## config.mk

```make
export PLATFORM = sky130hd
export DESIGN_NAME = sfd_bank
export DESIGN_NICKNAME = d
export VERILOG_FILES = /design/src/logic/sfd_pkg.sv /design/src/logic/sfd_bank.sv /design/src/logic/sfd_decode.sv
export SDC_FILE = /design/constraint.sdc
export NUM_CORES = 1
export LEC_CHECK = 0
export BUFFER_PORTS_ARGS = -buffer_cell sky130_fd_sc_hd__buf_2
export CORE_AREA = 2 2 125 78
export DETAILED_ROUTE_END_ITERATION = 6
export DIE_AREA = 0 0 127 80
export GPL_TIMING_DRIVEN = 1
export PLACE_DENSITY = 0.88
export SETUP_SLACK_MARGIN = 0.3
export SKIP_CTS_REPAIR_TIMING = 1
export SYNTH_ARGS = -nofsm -noshare
export SYNTH_HDL_FRONTEND = slang
export SYNTH_HIERARCHICAL = 1
export SYNTH_SLANG_ARGS = --single-unit
export TNS_END_PERCENT = 10
```

## constraint.sdc

```tcl
create_clock -name mclk -period 2.31 [get_ports mclk]
set_input_delay 0.1155 -clock mclk [delete_from_list [all_inputs] [get_ports mclk]]
set_output_delay 0.1155 -clock mclk [all_outputs]
set_load 0.03 [all_outputs]
```

## src/logic/sfd_pkg.sv

```systemverilog
// Shared constants, types and decode helpers for the special-function register space.
package sfd_pkg;

  // Register window and register addresses.
  localparam logic [7:0] SFD_WIN_BASE = 8'h80;
  localparam logic [7:0] SFD_ADDR_FLASH = 8'h86;
  localparam logic [7:0] SFD_ADDR_SHARED_ID = 8'hA1;
  localparam logic [7:0] SFD_ADDR_WAKE = 8'hA9;
  localparam logic [7:0] SFD_ADDR_GCFG = 8'hB1;
  localparam logic [7:0] SFD_ADDR_CLKCFG = 8'hB9;
  localparam logic [7:0] SFD_ADDR_PSW = 8'hD0;
  localparam logic [7:0] SFD_ADDR_ACC = 8'hE0;
  localparam logic [7:0] SFD_ADDR_AUXB = 8'hF0;
  localparam logic [7:0] SFD_ADDR_SCLKDIV = 8'hFB;

  // Values after reset.
  localparam logic [7:0] SFD_RST_CORE = 8'h00;
  localparam logic [7:0] SFD_RST_GCFG = 8'h80;
  localparam logic [7:0] SFD_RST_CLKCFG = 8'h83;
  localparam logic [7:0] SFD_RST_WAKE = 8'h00;
  localparam logic [7:0] SFD_RST_UNLOCK = 8'h00;
  localparam logic [7:0] SFD_RST_SCLKDIV = 8'h00;
  localparam logic [7:0] SFD_RST_FLASH = 8'h00;

  // Global configuration field positions set from the straps at reset.
  localparam int SFD_GCFG_BOOT_BIT = 5;
  localparam int SFD_GCFG_SMALL_BIT = 6;

  // Unlock sequence keys and the length of the safe-mode window in cycles.
  localparam logic [7:0] SFD_KEY1 = 8'h55;
  localparam logic [7:0] SFD_KEY2 = 8'hAA;
  localparam int SFD_SAFE_CYCLES = 16;

  // Part identification codes; both values are arbitrary.
  localparam logic [7:0] SFD_ID_LARGE = 8'h3C;
  localparam logic [7:0] SFD_ID_SMALL = 8'h3D;

  // Unlock sequencer states.
  typedef enum logic [1:0] {
    SFD_LOCKED,
    SFD_KEY1_SEEN,
    SFD_SAFE
  } sfd_unlock_t;

  // One access from the core.
  typedef struct packed {
    logic direct;
    logic rd;
    logic wr;
    logic bit_op;
    logic [2:0] bit_idx;
    logic bit_val;
    logic [7:0] addr;
    logic [7:0] wdata;
  } sfd_req_t;

  // Decoded register selects.
  typedef struct packed {
    logic hit;
    logic bitable;
    logic flash;
    logic shared_id;
    logic wake;
    logic gcfg;
    logic clkcfg;
    logic program_status_word;
    logic acc;
    logic auxb;
    logic sclkdiv;
  } sfd_sel_t;

  // Configuration levels handed to the rest of the chip.
  typedef struct packed {
    logic safe_active;
    logic [7:0] gcfg;
    logic [7:0] clkcfg;
    logic [7:0] wake;
    logic [7:0] sclkdiv;
    logic [7:0] flash_ctrl;
  } sfd_cfg_t;

  // Addresses ending in 0 or 8 carry the single-bit path.
  function automatic logic sfd_bit_addressable(input logic [7:0] addr);
    return addr[2:0] == 3'h0;
  endfunction

  // Replaces one bit of a byte, keeping the other seven.
  function automatic logic [7:0] sfd_merge_bit(input logic [7:0] old, input logic [2:0] idx, input logic val);
    logic [7:0] res;
    res = old;
    res[idx] = val;
    return res;
  endfunction

endpackage

```

## src/logic/sfd_bank.sv

```systemverilog
// Special-function register bank: decode, bit access, safe-mode write guard and read mux.
//
// Behaviour
// - Registers decode only at 80H-FFH and only on direct-address accesses.
// - Addresses ending 0 or 8 allow single-bit writes, other bits untouched.
// - Addresses not a multiple of eight accept whole bytes only.
// - Global, clock and wake configuration writes land only in safe mode.
// - Serial clock divider and slave preset value share one storage byte.
// - Shared addresses read the read-only register, write the write-only one.
// - Write-only bits store, read-only bits ignore writes, read-write bits read back.
// - Reset clears the auxiliary operand, accumulator and status word.
// - Global configuration resets to 80H, plus boot bit 5 and small-variant bit 6.
// - The unlock register resets to zero, so safe mode starts inactive.
// - The shared location reads a fixed identification code per variant.
`timescale 1ns/1ps
module sfd_bank #(
  parameter int SAFE_CYCLES = sfd_pkg::SFD_SAFE_CYCLES,
  parameter bit SMALL_VARIANT = 1'b0
) (
  // Clock and reset.
  input wire logic mclk,
  input wire logic rst_n,
  // Straps sampled at reset.
  input wire logic boot_start,
  // Core access port.
  input sfd_pkg::sfd_req_t req,
  output logic [7:0] rdata,
  output logic rvalid,
  // Flash status from the flash controller.
  input wire logic [7:0] flash_status,
  // Core registers.
  output logic [7:0] acc,
  output logic [7:0] program_status_word,
  output logic [7:0] aux_b,
  // Configuration levels.
  output sfd_pkg::sfd_cfg_t cfg
);
  import sfd_pkg::*;

  // The safe-mode counter is eight bits wide, so longer windows cannot be counted.
  if (SAFE_CYCLES < 1 || SAFE_CYCLES > 255) begin : g_bad_safe_len
    $error("SAFE_CYCLES must lie between 1 and 255");
  end

  localparam logic [7:0] SAFE_LEN = 8'(SAFE_CYCLES);
  localparam logic [7:0] PART_ID = SMALL_VARIANT ? SFD_ID_SMALL : SFD_ID_LARGE;

  typedef struct packed {
    logic [7:0] acc;
    logic [7:0] program_status_word;
    logic [7:0] auxb;
    logic [7:0] gcfg;
    logic [7:0] clkcfg;
    logic [7:0] wake;
    logic [7:0] unlock;
    logic [7:0] sclkdiv;
    logic [7:0] flash_ctrl;
    sfd_unlock_t mode;
    logic [7:0] safe_cnt;
    logic safe;
    logic [7:0] rdata;
    logic rvalid;
  } sfd_state_t;

  sfd_state_t q;
  sfd_state_t next_q;
  sfd_sel_t sel;
  logic wr_ok;
  logic safe;

  sfd_decode u_decode (
    .req(req),
    .sel(sel)
  );

  // A bit write is honoured only at bit-addressable locations; elsewhere it is dropped whole.
  assign wr_ok = req.wr && sel.hit && (!req.bit_op || sel.bitable);
  assign safe = q.safe; // Registered copy of the mode decode, so the output comes from a flop.

  // Byte or single-bit write value built from the register's current contents.
  function automatic logic [7:0] wval(input logic [7:0] old, input sfd_req_t r);
    return r.bit_op ? sfd_merge_bit(old, r.bit_idx, r.bit_val) : r.wdata;
  endfunction

  // Next-state logic for storage, unlock sequencer and read data.
  always_comb begin
    next_q = q;
    next_q.rvalid = req.rd;
    next_q.rdata = 8'h00;
    // Storage updates.
    if (wr_ok && sel.acc) begin
      next_q.acc = wval(q.acc, req);
    end
    if (wr_ok && sel.program_status_word) begin
      next_q.program_status_word = wval(q.program_status_word, req);
    end
    if (wr_ok && sel.auxb) begin
      next_q.auxb = wval(q.auxb, req);
    end
    // Both serial aliases decode to this single byte.
    if (wr_ok && sel.sclkdiv) begin
      next_q.sclkdiv = req.wdata;
    end
    // Write side of the flash pair; the status side is read-only.
    if (wr_ok && sel.flash) begin
      next_q.flash_ctrl = req.wdata;
    end
    // Protected registers change only while the safe window is open.
    if (wr_ok && safe && sel.gcfg) begin
      next_q.gcfg = req.wdata;
    end
    if (wr_ok && safe && sel.clkcfg) begin
      next_q.clkcfg = req.wdata;
    end
    if (wr_ok && safe && sel.wake) begin
      next_q.wake = req.wdata;
    end
    // The safe window closes by itself so a runaway program cannot keep it open.
    if (q.mode == SFD_SAFE) begin
      if (q.safe_cnt == 8'h01) begin
        next_q.mode = SFD_LOCKED;
        next_q.safe_cnt = 8'h00;
      end else begin
        next_q.safe_cnt = q.safe_cnt - 8'h01;
      end
    end
    // Unlock register stores writes and advances the two-key sequence.
    if (wr_ok && sel.shared_id) begin
      next_q.unlock = req.wdata;
      case (q.mode)
        SFD_LOCKED: begin
          next_q.mode = (req.wdata == SFD_KEY1) ? SFD_KEY1_SEEN : SFD_LOCKED;
        end
        SFD_KEY1_SEEN: begin
          if (req.wdata == SFD_KEY2) begin
            next_q.mode = SFD_SAFE;
            next_q.safe_cnt = SAFE_LEN;
          end else begin
            next_q.mode = (req.wdata == SFD_KEY1) ? SFD_KEY1_SEEN : SFD_LOCKED;
          end
        end
        SFD_SAFE: begin
          // A key write on the last open cycle must not revive an expiring window.
          next_q.mode = (q.safe_cnt == 8'h01) ? SFD_LOCKED : SFD_SAFE;
        end
        default: begin
          next_q.mode = SFD_LOCKED;
        end
      endcase
    end
    // The safe flag follows the next mode so that it is a plain flop at the output.
    next_q.safe = (next_q.mode == SFD_SAFE);
    // Read mux; write-only storage is never returned.
    if (req.rd && sel.hit) begin
      if (sel.shared_id) begin
        next_q.rdata = PART_ID;
      end else if (sel.flash) begin
        next_q.rdata = flash_status;
      end else if (sel.acc) begin
        next_q.rdata = q.acc;
      end else if (sel.program_status_word) begin
        next_q.rdata = q.program_status_word;
      end else if (sel.auxb) begin
        next_q.rdata = q.auxb;
      end else if (sel.gcfg) begin
        next_q.rdata = q.gcfg;
      end else if (sel.clkcfg) begin
        next_q.rdata = q.clkcfg;
      end else if (sel.wake) begin
        next_q.rdata = q.wake;
      end else if (sel.sclkdiv) begin
        next_q.rdata = q.sclkdiv;
      end
    end
  end

  // State register with synchronous reset; the boot strap is sampled at the reset edge.
  always_ff @(posedge mclk) begin
    if (!rst_n) begin
      q <= '0;
      q.acc <= SFD_RST_CORE;
      q.program_status_word <= SFD_RST_CORE;
      q.auxb <= SFD_RST_CORE;
      q.gcfg <= SFD_RST_GCFG;
      q.gcfg[SFD_GCFG_BOOT_BIT] <= boot_start;
      q.gcfg[SFD_GCFG_SMALL_BIT] <= SMALL_VARIANT;
      q.clkcfg <= SFD_RST_CLKCFG;
      q.wake <= SFD_RST_WAKE;
      q.unlock <= SFD_RST_UNLOCK;
      q.sclkdiv <= SFD_RST_SCLKDIV;
      q.flash_ctrl <= SFD_RST_FLASH;
      q.mode <= SFD_LOCKED;
    end else begin
      q <= next_q;
    end
  end

  // Outputs come straight from the state register.
  assign rdata = q.rdata;
  assign rvalid = q.rvalid;
  assign acc = q.acc;
  assign program_status_word = q.program_status_word;
  assign aux_b = q.auxb;
  assign cfg.safe_active = safe;
  assign cfg.gcfg = q.gcfg;
  assign cfg.clkcfg = q.clkcfg;
  assign cfg.wake = q.wake;
  assign cfg.sclkdiv = q.sclkdiv;
  assign cfg.flash_ctrl = q.flash_ctrl;
endmodule

```

## src/logic/sfd_decode.sv

```systemverilog
// Address decoder for the special-function register window.
`timescale 1ns/1ps
module sfd_decode (
  // Access from the core.
  input sfd_pkg::sfd_req_t req,
  // Register selects.
  output sfd_pkg::sfd_sel_t sel
);
  import sfd_pkg::*;

  logic in_win;

  // Only direct accesses in the upper half reach the registers; indirect ones land in RAM.
  assign in_win = req.direct && (req.addr >= SFD_WIN_BASE);

  // Every select is gated by the window hit, so an indirect access selects nothing.
  always_comb begin
    sel = '0;
    sel.hit = in_win;
    sel.bitable = in_win && sfd_bit_addressable(req.addr);
    sel.flash = in_win && (req.addr == SFD_ADDR_FLASH);
    sel.shared_id = in_win && (req.addr == SFD_ADDR_SHARED_ID);
    sel.wake = in_win && (req.addr == SFD_ADDR_WAKE);
    sel.gcfg = in_win && (req.addr == SFD_ADDR_GCFG);
    sel.clkcfg = in_win && (req.addr == SFD_ADDR_CLKCFG);
    sel.program_status_word = in_win && (req.addr == SFD_ADDR_PSW);
    sel.acc = in_win && (req.addr == SFD_ADDR_ACC);
    sel.auxb = in_win && (req.addr == SFD_ADDR_AUXB);
    sel.sclkdiv = in_win && (req.addr == SFD_ADDR_SCLKDIV);
  end

endmodule

```

After elaboration in Yosys (flattened, before gate mapping):

Index checks and enable logic that the tools add are counted.

* bits in registers: 92
* logic and storage cells: 104

* $add $sub $neg: 1
* order comparisons: 3
* eq/ne operators: 16
* muxes and demuxes: 35
* bitwise logic cells: 2
* reductions and logical operators: 31

Operators with widths (count)
* $mux W8: 21
* $eq A8 B8 Y1 const B: 10
* $mux W66: 1
* $logic_and A1 B1 Y1: 25
* $bwmux W8: 3
* $mux W10: 2
* $eq A8 B1 Y1 const B: 1
* $eq A8 B7 Y1 const B: 1
* $ge A8 B8 Y1 const B: 1
* $sub A8 B1 Y8 const B: 1
* $mux W2: 3
* $mux W6: 1
* $pmux W2 S3: 1
* $eq A2 B2 Y1 const B: 2
* $lt A3 B4 Y1 const B: 1
* $demux W1 S3: 1
* $ge A3 B1 Y1 const B: 1
* $logic_not A3 Y1: 1
* $reduce_or A3 Y1: 1
* $eq A2 B1 Y1 const B: 1
* $logic_not A2 Y1: 1
* $mux W1: 2
* $ne A2 B1 Y1 const B: 1
* $not A1 Y1: 2
* other kinds (3): 3

Logic depth before layout (Yosys ltp):

Gate-level depths: netlist (run 1).

* word-level depth: 14
* depth in mapped cells: 8

By module:

The synthesis (run 1) kept the hierarchy.

By module, submodules not included
* sfd_bank: instances 1, cells an instance 554, area each 4555.6 um^2, seq. area each 1691.6 um^2
* sfd_decode: instances 1, cells an instance 26, area each 190.2 um^2, seq. area each 0.0 um^2

Least setup slack after synthesis (run 1):

No wires, ideal clock.

* kind: input port to flip-flop
* from: in req[10] (netlist name)
* to: reg q (netlist bit cfg[24])
* setup time: 0.127 ns
* arrival: 2.010 ns
* data required time: 2.183 ns
* setup slack: 0.172 ns
* stages: 7
* cell sequence: nand4bb_1 clkbuf_1 nor3_1 clkbuf_1 nand4_1 mux2i_1 nand2_1

RTL lines
* start: declaration: RTL line sfd_bank.sv:26 `input sfd_pkg::sfd_req_t req,`
* end signal: assignment: RTL line sfd_bank.sv:194 `q <= next_q;`
* end: declaration: RTL line sfd_bank.sv:65 `sfd_state_t q;`

==> results of run 1 <==
-- layout by cell type, fill, tap and decap left out, drive strengths merged, types with 7 or more instances in the layout --
cell and count:
a21oi 41, a221oi 8, buf 126, clkbuf 12, dfxtp 83, inv 17, mux2i 46, nand2 41
nand2b 17, nand3 8, nand3b 7, nor2 74, nor3 14, nor3b 8, o21ai 47
-- per-stage QoR --
stage | hold WS [ns] | setup WS (ns) | power [uW]
2_1_floorplan | 0.241 | 0.299 | 1590
3_3_place_gp | 0.343 | 0.109 | 1670
3_5_place_dp | 0.362 | 0.0867 | 1680
4_1_cts | 0.00213 | 0.470 | 2990
5_1_grt | 0.0145 | 0.318 | 3060
6_report | 0.0108 | 0.363 | 2990
-- final cells by class --
cell class | instances | area [um2] | area share
multi-input combinational | 379 | 2350 | 0.452
sequential | 84 | 1690 | 0.326
timing repair buffer | 126 | 676 | 0.130
clock buffer | 12 | 246 | 0.0475
tap | 116 | 145 | 0.0279
inverter | 17 | 63.8 | 0.0123
clock inverter | 4 | 25.0 | 0.00482
-- logic make-up (layout without fill, tap and decap cells) --
kind of cell / Yosys count / in the layout
AOI/OAI and AO/OA: 120 / 120
xor gates and xnor gates: 4 / 4
adders and majority gates: 2 / 2
buffers and inverters: 117 / 159
DFF: 84 / 84
muxes: 48 / 48
and+or+nand+nor: 205 / 205
-- state kept, by name, summed over array words and instances, names as in the netlist --
register             count
rdata                    8
program_status_word      8
acc                      8
cfg                     40
aux_b                    8
safe                     1
q                       10
rvalid                   1
-- critical path, cell delays in order --
cell       delay (ns)
buf_2            0.12
nand4bb_1        0.40
nor3_2           0.38
buf_4            0.29
nor2_1           0.07
a2111oi_0        0.57
o22ai_1          0.19
-- power by group --
group	internal (uW)	total (uW)	leakage [uW]	switching [uW]
clock	754	1330	0.000129	579
sequential	1450	1460	0.000678	1.52
combinational	65.0	197	0.00165	132
total	2270	2990	0.00245	712
-- worst max path at each step --
| stage | end | startpoint | cells past startpoint |
|---|---|---|---|
| finish | rdata[1] | req[10] | 7 |
| detailed placement | rdata[1] | req[10] | 8 |
| floorplan | cfg[16] | req[10] | 7 |
| CTS | rdata[1] | req[10] | 8 |
| global route | rdata[1] | req[10] | 8 |
| global placement | rdata[6] | req[10] | 8 |
-- layer usage --
layer  vias to the layer above  routed length [um]
met3                        48                1750
met4                         0                 312
met2                       316                5860
li1                       2025                   -
met5                         -                   0
met1                      2071                5620
==> out/results.txt, run 1 <==
outcome - finished, final reports clean
Yosys reg bits - 84
top cells by area, synth - dfxtp_1 (35%), buf_4 (12%), mux2i_1 (9.7%)
Final Skew - 0.00420 ns
Die Wd - 127 um
RD Place Congestion - 1.01
Vias/cell - 6.04
max-cap violation count - 0
Syn. warnings - 6
max-slew violations - 0
fin crit period - 1.95 ns
synthesized area per cell - 8.18 um2
fin nets - 654
Post-Synth Simple-Gate Area - 0.231
drt drc - 0
largest family of logic cells by synthesized area - simple AND/OR/NAND/NOR gates
pin count of the biggest net entering global routing - 24
die area - 10200 um2
cell taking the most area after synthesis - dfxtp_1
Worst R2R End - q[19]
Layout Utilization - 0.578
r2r worst-path depth - 4
Overflow after GRT - 0
worst hold path depth - 2
Async S/R FF share, synth - 0
first-pass GRT wire length - 21.0 mm
leak pwr - 0.00245 uW
Crit Reg-Reg Startpoint - q[13]
vias post-DR - 4460
CTS root buffer - clkbuf_16
hold path endpoint - rvalid
Crit Path Category - primary input to flip-flop
number of port buffers - 108
unrepaired setup endpoints after global routing - no
number of synthesized flops with an enable pin - 1
Net Count, Synth - 617
initial antenna violation count - 0
Placed Area - 4920 um2
post-route cell area - 5190 um2
Routed Antenna Nets - 0
chip height - 80 um
Clock Path Buffers - 2
n_diodes - 0
crit path capture type - flip-flop
maximum clock rate - 514 MHz
worst hold path startpoint - req[22]
Max-slew headroom - 0.533
Final TNS setup - 0 ns
dominant cell by count in the synthesized netlist - dfxtp_1
non-filler instance count after layout - 738
GR peak layer - met2
DR iter-0 viols - 612
met3 Usage GRT - 0.0992
sequential element share of the synthesized area - 0.356
final hold violation count - 0
vias in the first global route - 4168
synthesis-to-layout area growth - 9.44%
clk sinks - 84
crit path DAT - 2.14 ns
GR Util met2 - 0.428
type of origin of the critical path - primary input
clk_lat worst skew - 0.35 ns
Synth Instances - 580
CTS H-tree lvls - 3
Final setup viols - 0
required time of the critical path - 2.50 ns
total track usage - 0.268
Cell Area, Synth - 4750 um2
initial core utilization - 0.528
mux share of post-synthesis cell area - 0.102
I/O pin count - 109
Worst Max-Slew Pin Slew - 0.700 ns
peak supply drop - 0.376 mV
fillers - 767
fin crit share - 0.843
ys flop type - dfxtp_1
CTS clk-pin slew, worst paths - 0.06 ns
WL/cell - 18.4 um
Routed WL - 13.5 mm
Hold Path Class - primary input to flip-flop
Rows - 27
Detailed Place HPWL - 10.1 mm
power per cell area - 575 nW/um2
share of the synthesized area in the top cell type - 0.350
count of cell types in the netlist - 54
first-pass detailed-route iteration total - 6
CTS tree - yes
clock buffer count from CTS - 9
met1 GRT Util - 0.340
Synth Area in Adders - 0.00527
Synth Area in XOR/XNOR - 0.00738
Reg2Reg Setup Slack - 0.54 ns
post-synthesis compound-gate area fraction - 0.147
Cells after DPL - 722
Placeable Area - 8990 um2
top cells by count, synth - dfxtp_1 (83), buf_4 (74), nor2_1 (74)
critical-path maximum fanout - 22
layout cell share with drive strength beyond 1 - 0.251
Power figures use the tool's default switching activity.
==> run 2: changes to the inputs <==
--- a/config.mk
+++ b/config.mk
@@ -6,11 +6,11 @@
 export NUM_CORES = 1
 export LEC_CHECK = 0
 export BUFFER_PORTS_ARGS = -buffer_cell sky130_fd_sc_hd__buf_2
-export CORE_AREA = 2 2 125 78
+export CORE_AREA = 2 2 131 82
 export DETAILED_ROUTE_END_ITERATION = 6
-export DIE_AREA = 0 0 127 80
+export DIE_AREA = 0 0 133 84
 export GPL_TIMING_DRIVEN = 1
-export PLACE_DENSITY = 0.88
+export PLACE_DENSITY = 0.85
 export SETUP_SLACK_MARGIN = 0.3
 export SKIP_CTS_REPAIR_TIMING = 1
 export SYNTH_ARGS = -nofsm -noshare
==> constraint.sdc (replaced) <==
create_clock -name mclk -period 1.7 [get_ports mclk]
set_input_delay 0.085 -clock mclk [delete_from_list [all_inputs] [get_ports mclk]]
set_output_delay 0.085 -clock mclk [all_outputs]
set_load 0.03 [all_outputs]
==> run 2 against run 1 <==
Compared with the run above: combinational power rose by 64%; total power grew 49%; final cell count is 9.3% higher; hold slack better by 0.047 ns; via count is 5.6% higher; cell area increased by 12%; core utilization decreased by 0.47 points; register-to-register slack got worse by 0.45 ns; sequential power up 36%; clock skew grew 0.0019 ns.
==> out/results.txt, run 2 (same netlist as run 1, synthesis figures left out) <==
drt drc - 0
Die Wd - 133 um
power per cell area - 765 nW/um2
crit path DAT - 1.87 ns
RD Place Congestion - 0.948
die area - 11200 um2
max-cap violation count - 0
clk_lat worst skew - 0.34 ns
first-pass GRT wire length - 23.2 mm
type of origin of the critical path - primary input
commonest non-fill, non-tap cell in the layout - buf_2
WL/cell - 19.0 um
final hold violation count - 0
critical-path maximum fanout - 10
cell repeated most along the worst path - buf_4
Rows - 29
Placed Area - 5310 um2
fin crit period - 1.65 ns
synthesis-to-layout area growth - 22.3%
clock buffer count from CTS - 9
Crit Path Category - primary input to flip-flop
vias in the first global route - 4316
r2r worst-path depth - 5
initial antenna violation count - 0
initial core utilization - 0.469
I/O pin count - 109
Hold Path Class - primary input to flip-flop
CTS root buffer - clkbuf_16
chip height - 84 um
worst hold slack - 0.0577 ns
fin nets - 700
Placeable Area - 10100 um2
post-route cell area - 5800 um2
most frequent cells in the layout - buf_2 (108), dfxtp_1 (80), nor2_1 (74)
Final TNS setup - 0 ns
CTS tree - yes
leak pwr - 0.00275 uW
max-slew violations - 0
CTS clk-pin slew, worst paths - 0.06 ns
n_diodes - 0
clk sinks - 84
Final setup viols - 0
Detailed Place HPWL - 11.3 mm
fin crit share - 0.968
peak supply drop - 0.513 mV
unrepaired setup endpoints after global routing - yes
hold path endpoint - cfg[37]
DR iter-0 viols - 419
CTS H-tree lvls - 3
number of port buffers - 108
first-pass detailed-route iteration total - 5
vias post-DR - 4708
Vias/cell - 5.83
worst hold path depth - 2
pin count of the biggest net entering global routing - 27
Final Skew - 0.00610 ns
Reg2Reg Setup Slack - 0.09 ns
max reg flops - 40
Crit Reg-Reg Startpoint - q[15]
worst hold path startpoint - boot_start
outcome - finished, final reports clean
layout cell share with drive strength beyond 1 - 0.332
Max-slew headroom - 0.693
Worst R2R End - q[14]
slowest CP cell - nor3_4
maximum clock rate - 608 MHz
total track usage - 0.265
Overflow after GRT - 0
worst-path cell chain - buf_2, nand4bb_1, buf_4, buf_4, nor3_4, nand4_1, buf_4, mux2i_1, nor2_1
required time of the critical path - 1.93 ns
Routed Antenna Nets - 0
Worst Max-Slew Pin Slew - 0.449 ns
crit path capture type - flip-flop
Clock Path Buffers - 2
CP peak stage delay - 0.35 ns
Routed WL - 15.4 mm
-- run 2: cell count changes in the layout (fill, tap and decap cells not counted), moves of 3 or more --
cell / previous run / this run
buf_4: 18 / 57
nor3_1: 11 / 7
buf_12: 0 / 3
buf_6: 0 / 3
dfxtp_1: 83 / 80
dfxtp_2: 0 / 3
nor3_4: 0 / 3
-- run 2: cell type report --
class                   instances  area (um2)
fillers                       856        4320
multi-input cells             379        2470
flip-flops and latches         84        1700
repair buffers                172        1070
clock buffers                   9         225
well taps                     139         174
clock inverters                 7        98.8
inverters                      17        63.8
-- run 2: worst max-delay path: cells and delay by family --
family / cells / cell delay, ns
buf+inv: 4 / 0.70
mux: 1 / 0.21
simple gates: 4 / 0.86
-- run 2: metrics by stage --
stage / power (uW) / utilization / std cells / setup WS (ns)
floorplan: 2170 / - / 580 / 0.0269
global placement: 2310 / 0.524 / 786 / -0.0405
detailed placement: 2320 / 0.524 / 786 / -0.222
CTS: 4430 / 0.556 / 802 / 0.0316
global route: 4560 / 0.573 / 807 / 0.0540
finish: 4440 / 0.573 / 807 / 0.0546
-- run 2: worst max path at each step --
stage                     slack (ns)        to    start
after global routing            0.05     q[17]    q[15]
final                           0.05   cfg[26]  req[10]
after global placement         -0.04  rdata[6]  req[10]
after floorplan                 0.03   cfg[24]  req[10]
after detailed placement       -0.22  rdata[1]  req[10]
after CTS                       0.03     q[19]    q[13]
-- run 2: metal layers --
metal	wire length, um	up-vias	track usage
met5	0	-	0
met4	272	0	0.0606
met3	1680	33	0.0808
met2	6920	290	0.406
met1	6490	2258	0.367
li1	-	2127	-
-- run 2: power by group --
group	switching (uW)	internal, uW
clock network	846	1290
registers	2.39	1970
logic	200	123
==> run 3: changes to the inputs <==
--- a/config.mk
+++ b/config.mk
@@ -6,9 +6,11 @@
 export NUM_CORES = 1
 export LEC_CHECK = 0
 export BUFFER_PORTS_ARGS = -buffer_cell sky130_fd_sc_hd__buf_2
-export CORE_AREA = 2 2 131 82
+export CELL_PAD_IN_SITES_DETAIL_PLACEMENT = 1
+export CELL_PAD_IN_SITES_GLOBAL_PLACEMENT = 2
+export CORE_AREA = 2 2 172 106
 export DETAILED_ROUTE_END_ITERATION = 6
-export DIE_AREA = 0 0 133 84
+export DIE_AREA = 0 0 174 108
 export GPL_TIMING_DRIVEN = 1
 export PLACE_DENSITY = 0.85
 export SETUP_SLACK_MARGIN = 0.3
==> run 3 against run 2 <==
Compared with the run above: routed wire length grew 20%; worst setup slack lost 0.028 ns; global-route usage shrank 7.3 points; via count shrank 2.3%; largest cell class unchanged; clock power shrank 2%; highest routed layer unchanged; cell area grew 5.6%; register-to-register slack is essentially flat; total power shrank 0.24%; critical endpoint is now rdata[7]; fmax shrank 1.7%; first-iteration DRC count shrank 32%.
==> out/results.txt, run 3 (same netlist as run 1, synthesis figures left out) <==
most frequent cells in the layout - buf_2 (104), dfxtp_1 (82), nor2_1 (73)
n_diodes - 0
type of origin of the critical path - primary input
Routed Antenna Nets - 0
crit path DAT - 1.86 ns
chip height - 108 um
Max-slew headroom - 0.673
crit path capture type - flip-flop
initial antenna violation count - 0
Hold Path Class - primary input to flip-flop
M1 WL - 9.06 mm
clk_lat worst skew - 0.34 ns
drt drc - 0
first-pass detailed-route iteration total - 4
CTS root buffer - clkbuf_16
Final setup viols - 0
I/O pin count - 109
vias post-DR - 4598
Reg2Reg Setup Slack - 0.09 ns
max reg flops - 40
worst setup margin - 0.0269 ns
power per cell area - 723 nW/um2
number of port buffers - 108
final hold violation count - 0
die area - 18800 um2
first-pass GRT wire length - 27.3 mm
Placeable Area - 17000 um2
total track usage - 0.192
met3 WL post-DR - 1.34 mm
DR iter-0 viols - 285
Detailed Place HPWL - 14.4 mm
WL/cell - 20.3 um
layout cell share with drive strength beyond 1 - 0.366
Overflow after GRT - 0
fin crit share - 0.984
Worst Max-Slew Pin Slew - 0.478 ns
Setup WS pre-CTS - -0.363 ns
Pwr Total - 4430 uW
maximum clock rate - 598 MHz
Worst R2R End - q[16]
CTS clk-pin slew, worst paths - 0.07 ns
CTS tree - yes
r2r worst-path depth - 3
initial core utilization - 0.279
outcome - finished, final reports clean
Final Skew - 0.00591 ns
hold path endpoint - rvalid
met2 routed WL - 7.86 mm
pin count of the biggest net entering global routing - 33
peak supply drop - 0.454 mV
Crit Path Category - primary input to flip-flop
Die Wd - 174 um
max-slew violations - 0
unrepaired setup endpoints after global routing - yes
vias in the first global route - 4648
CTS H-tree lvls - 3
clock buffer count from CTS - 9
RD Place Congestion - 0.870
max-cap violation count - 0
Clock Path Buffers - 2
worst hold path startpoint - req[22]
Vias/cell - 5.04
leak pwr - 0.00284 uW
required time of the critical path - 1.89 ns
critical-path maximum fanout - 10
fin nets - 711
Crit Reg-Reg Startpoint - q[12]
fin crit period - 1.67 ns
clk sinks - 84
worst hold path depth - 2
worst hold slack - 0.00135 ns
synthesis-to-layout area growth - 29.1%
Routed WL - 18.5 mm
Top Metal Used - met4
Rows - 37
commonest non-fill, non-tap cell in the layout - buf_2
Layout Utilization - 0.360
## run 3: how the worst max path moves through the flow
stage | cells past startpoint | to | from | slack [ns]
2_1_floorplan | 7 | cfg[24] | req[10] | 0.03
3_3_place_gp | 9 | rdata[6] | req[10] | -0.33
3_5_place_dp | 9 | rdata[6] | req[10] | -0.36
4_1_cts | 4 | q[19] | q[13] | -0.09
5_1_grt | 10 | rdata[7] | req[9] | -0.08
6_report | 10 | rdata[7] | req[9] | 0.03
## run 3: metal layers
metal / vias up / GRT usage
met2: 156 / 0.290
met1: 2284 / 0.279
met5: - / 0
li1: 2138 / -
met4: 0 / 0.0324
met3: 20 / 0.0489
## run 3: cell type report
type	instances	area, um2
Clock inverter	3	45.0
Inverter	17	63.8
Multi-Input combinational cell	379	2570
Sequential cell	84	1690
Clock buffer	12	267
Tap cell	234	293
Timing Repair Buffer	183	1200
Fill cell	2060	10900
## run 3: report_power, final
part / internal [uW] / total (uW) / switching (uW)
combinational: 141 / 366 / 224
clock: 1250 / 2090 / 835
sequential: 1970 / 1980 / 2.52
total: 3370 / 4430 / 1060
## run 3: critical path: stages
cell	delay (ns)
buf_2	0.11
nand4bb_1	0.19
buf_6	0.16
buf_4	0.15
nor3_4	0.21
buf_12	0.15
nand3b_1	0.12
a221oi_1	0.10
a2111oi_0	0.40
o22ai_1	0.19
## run 3: stage by stage
stage | cell area [um2] | TNS, ns | cells
floorplan | 4810 | 0 | 580
global placement | 5500 | -8.30 | 889
detailed placement | 5500 | -13.97 | 889
CTS | 5810 | -0.152 | 904
global route | 6130 | -0.0850 | 912
finish | 6130 | 0 | 912
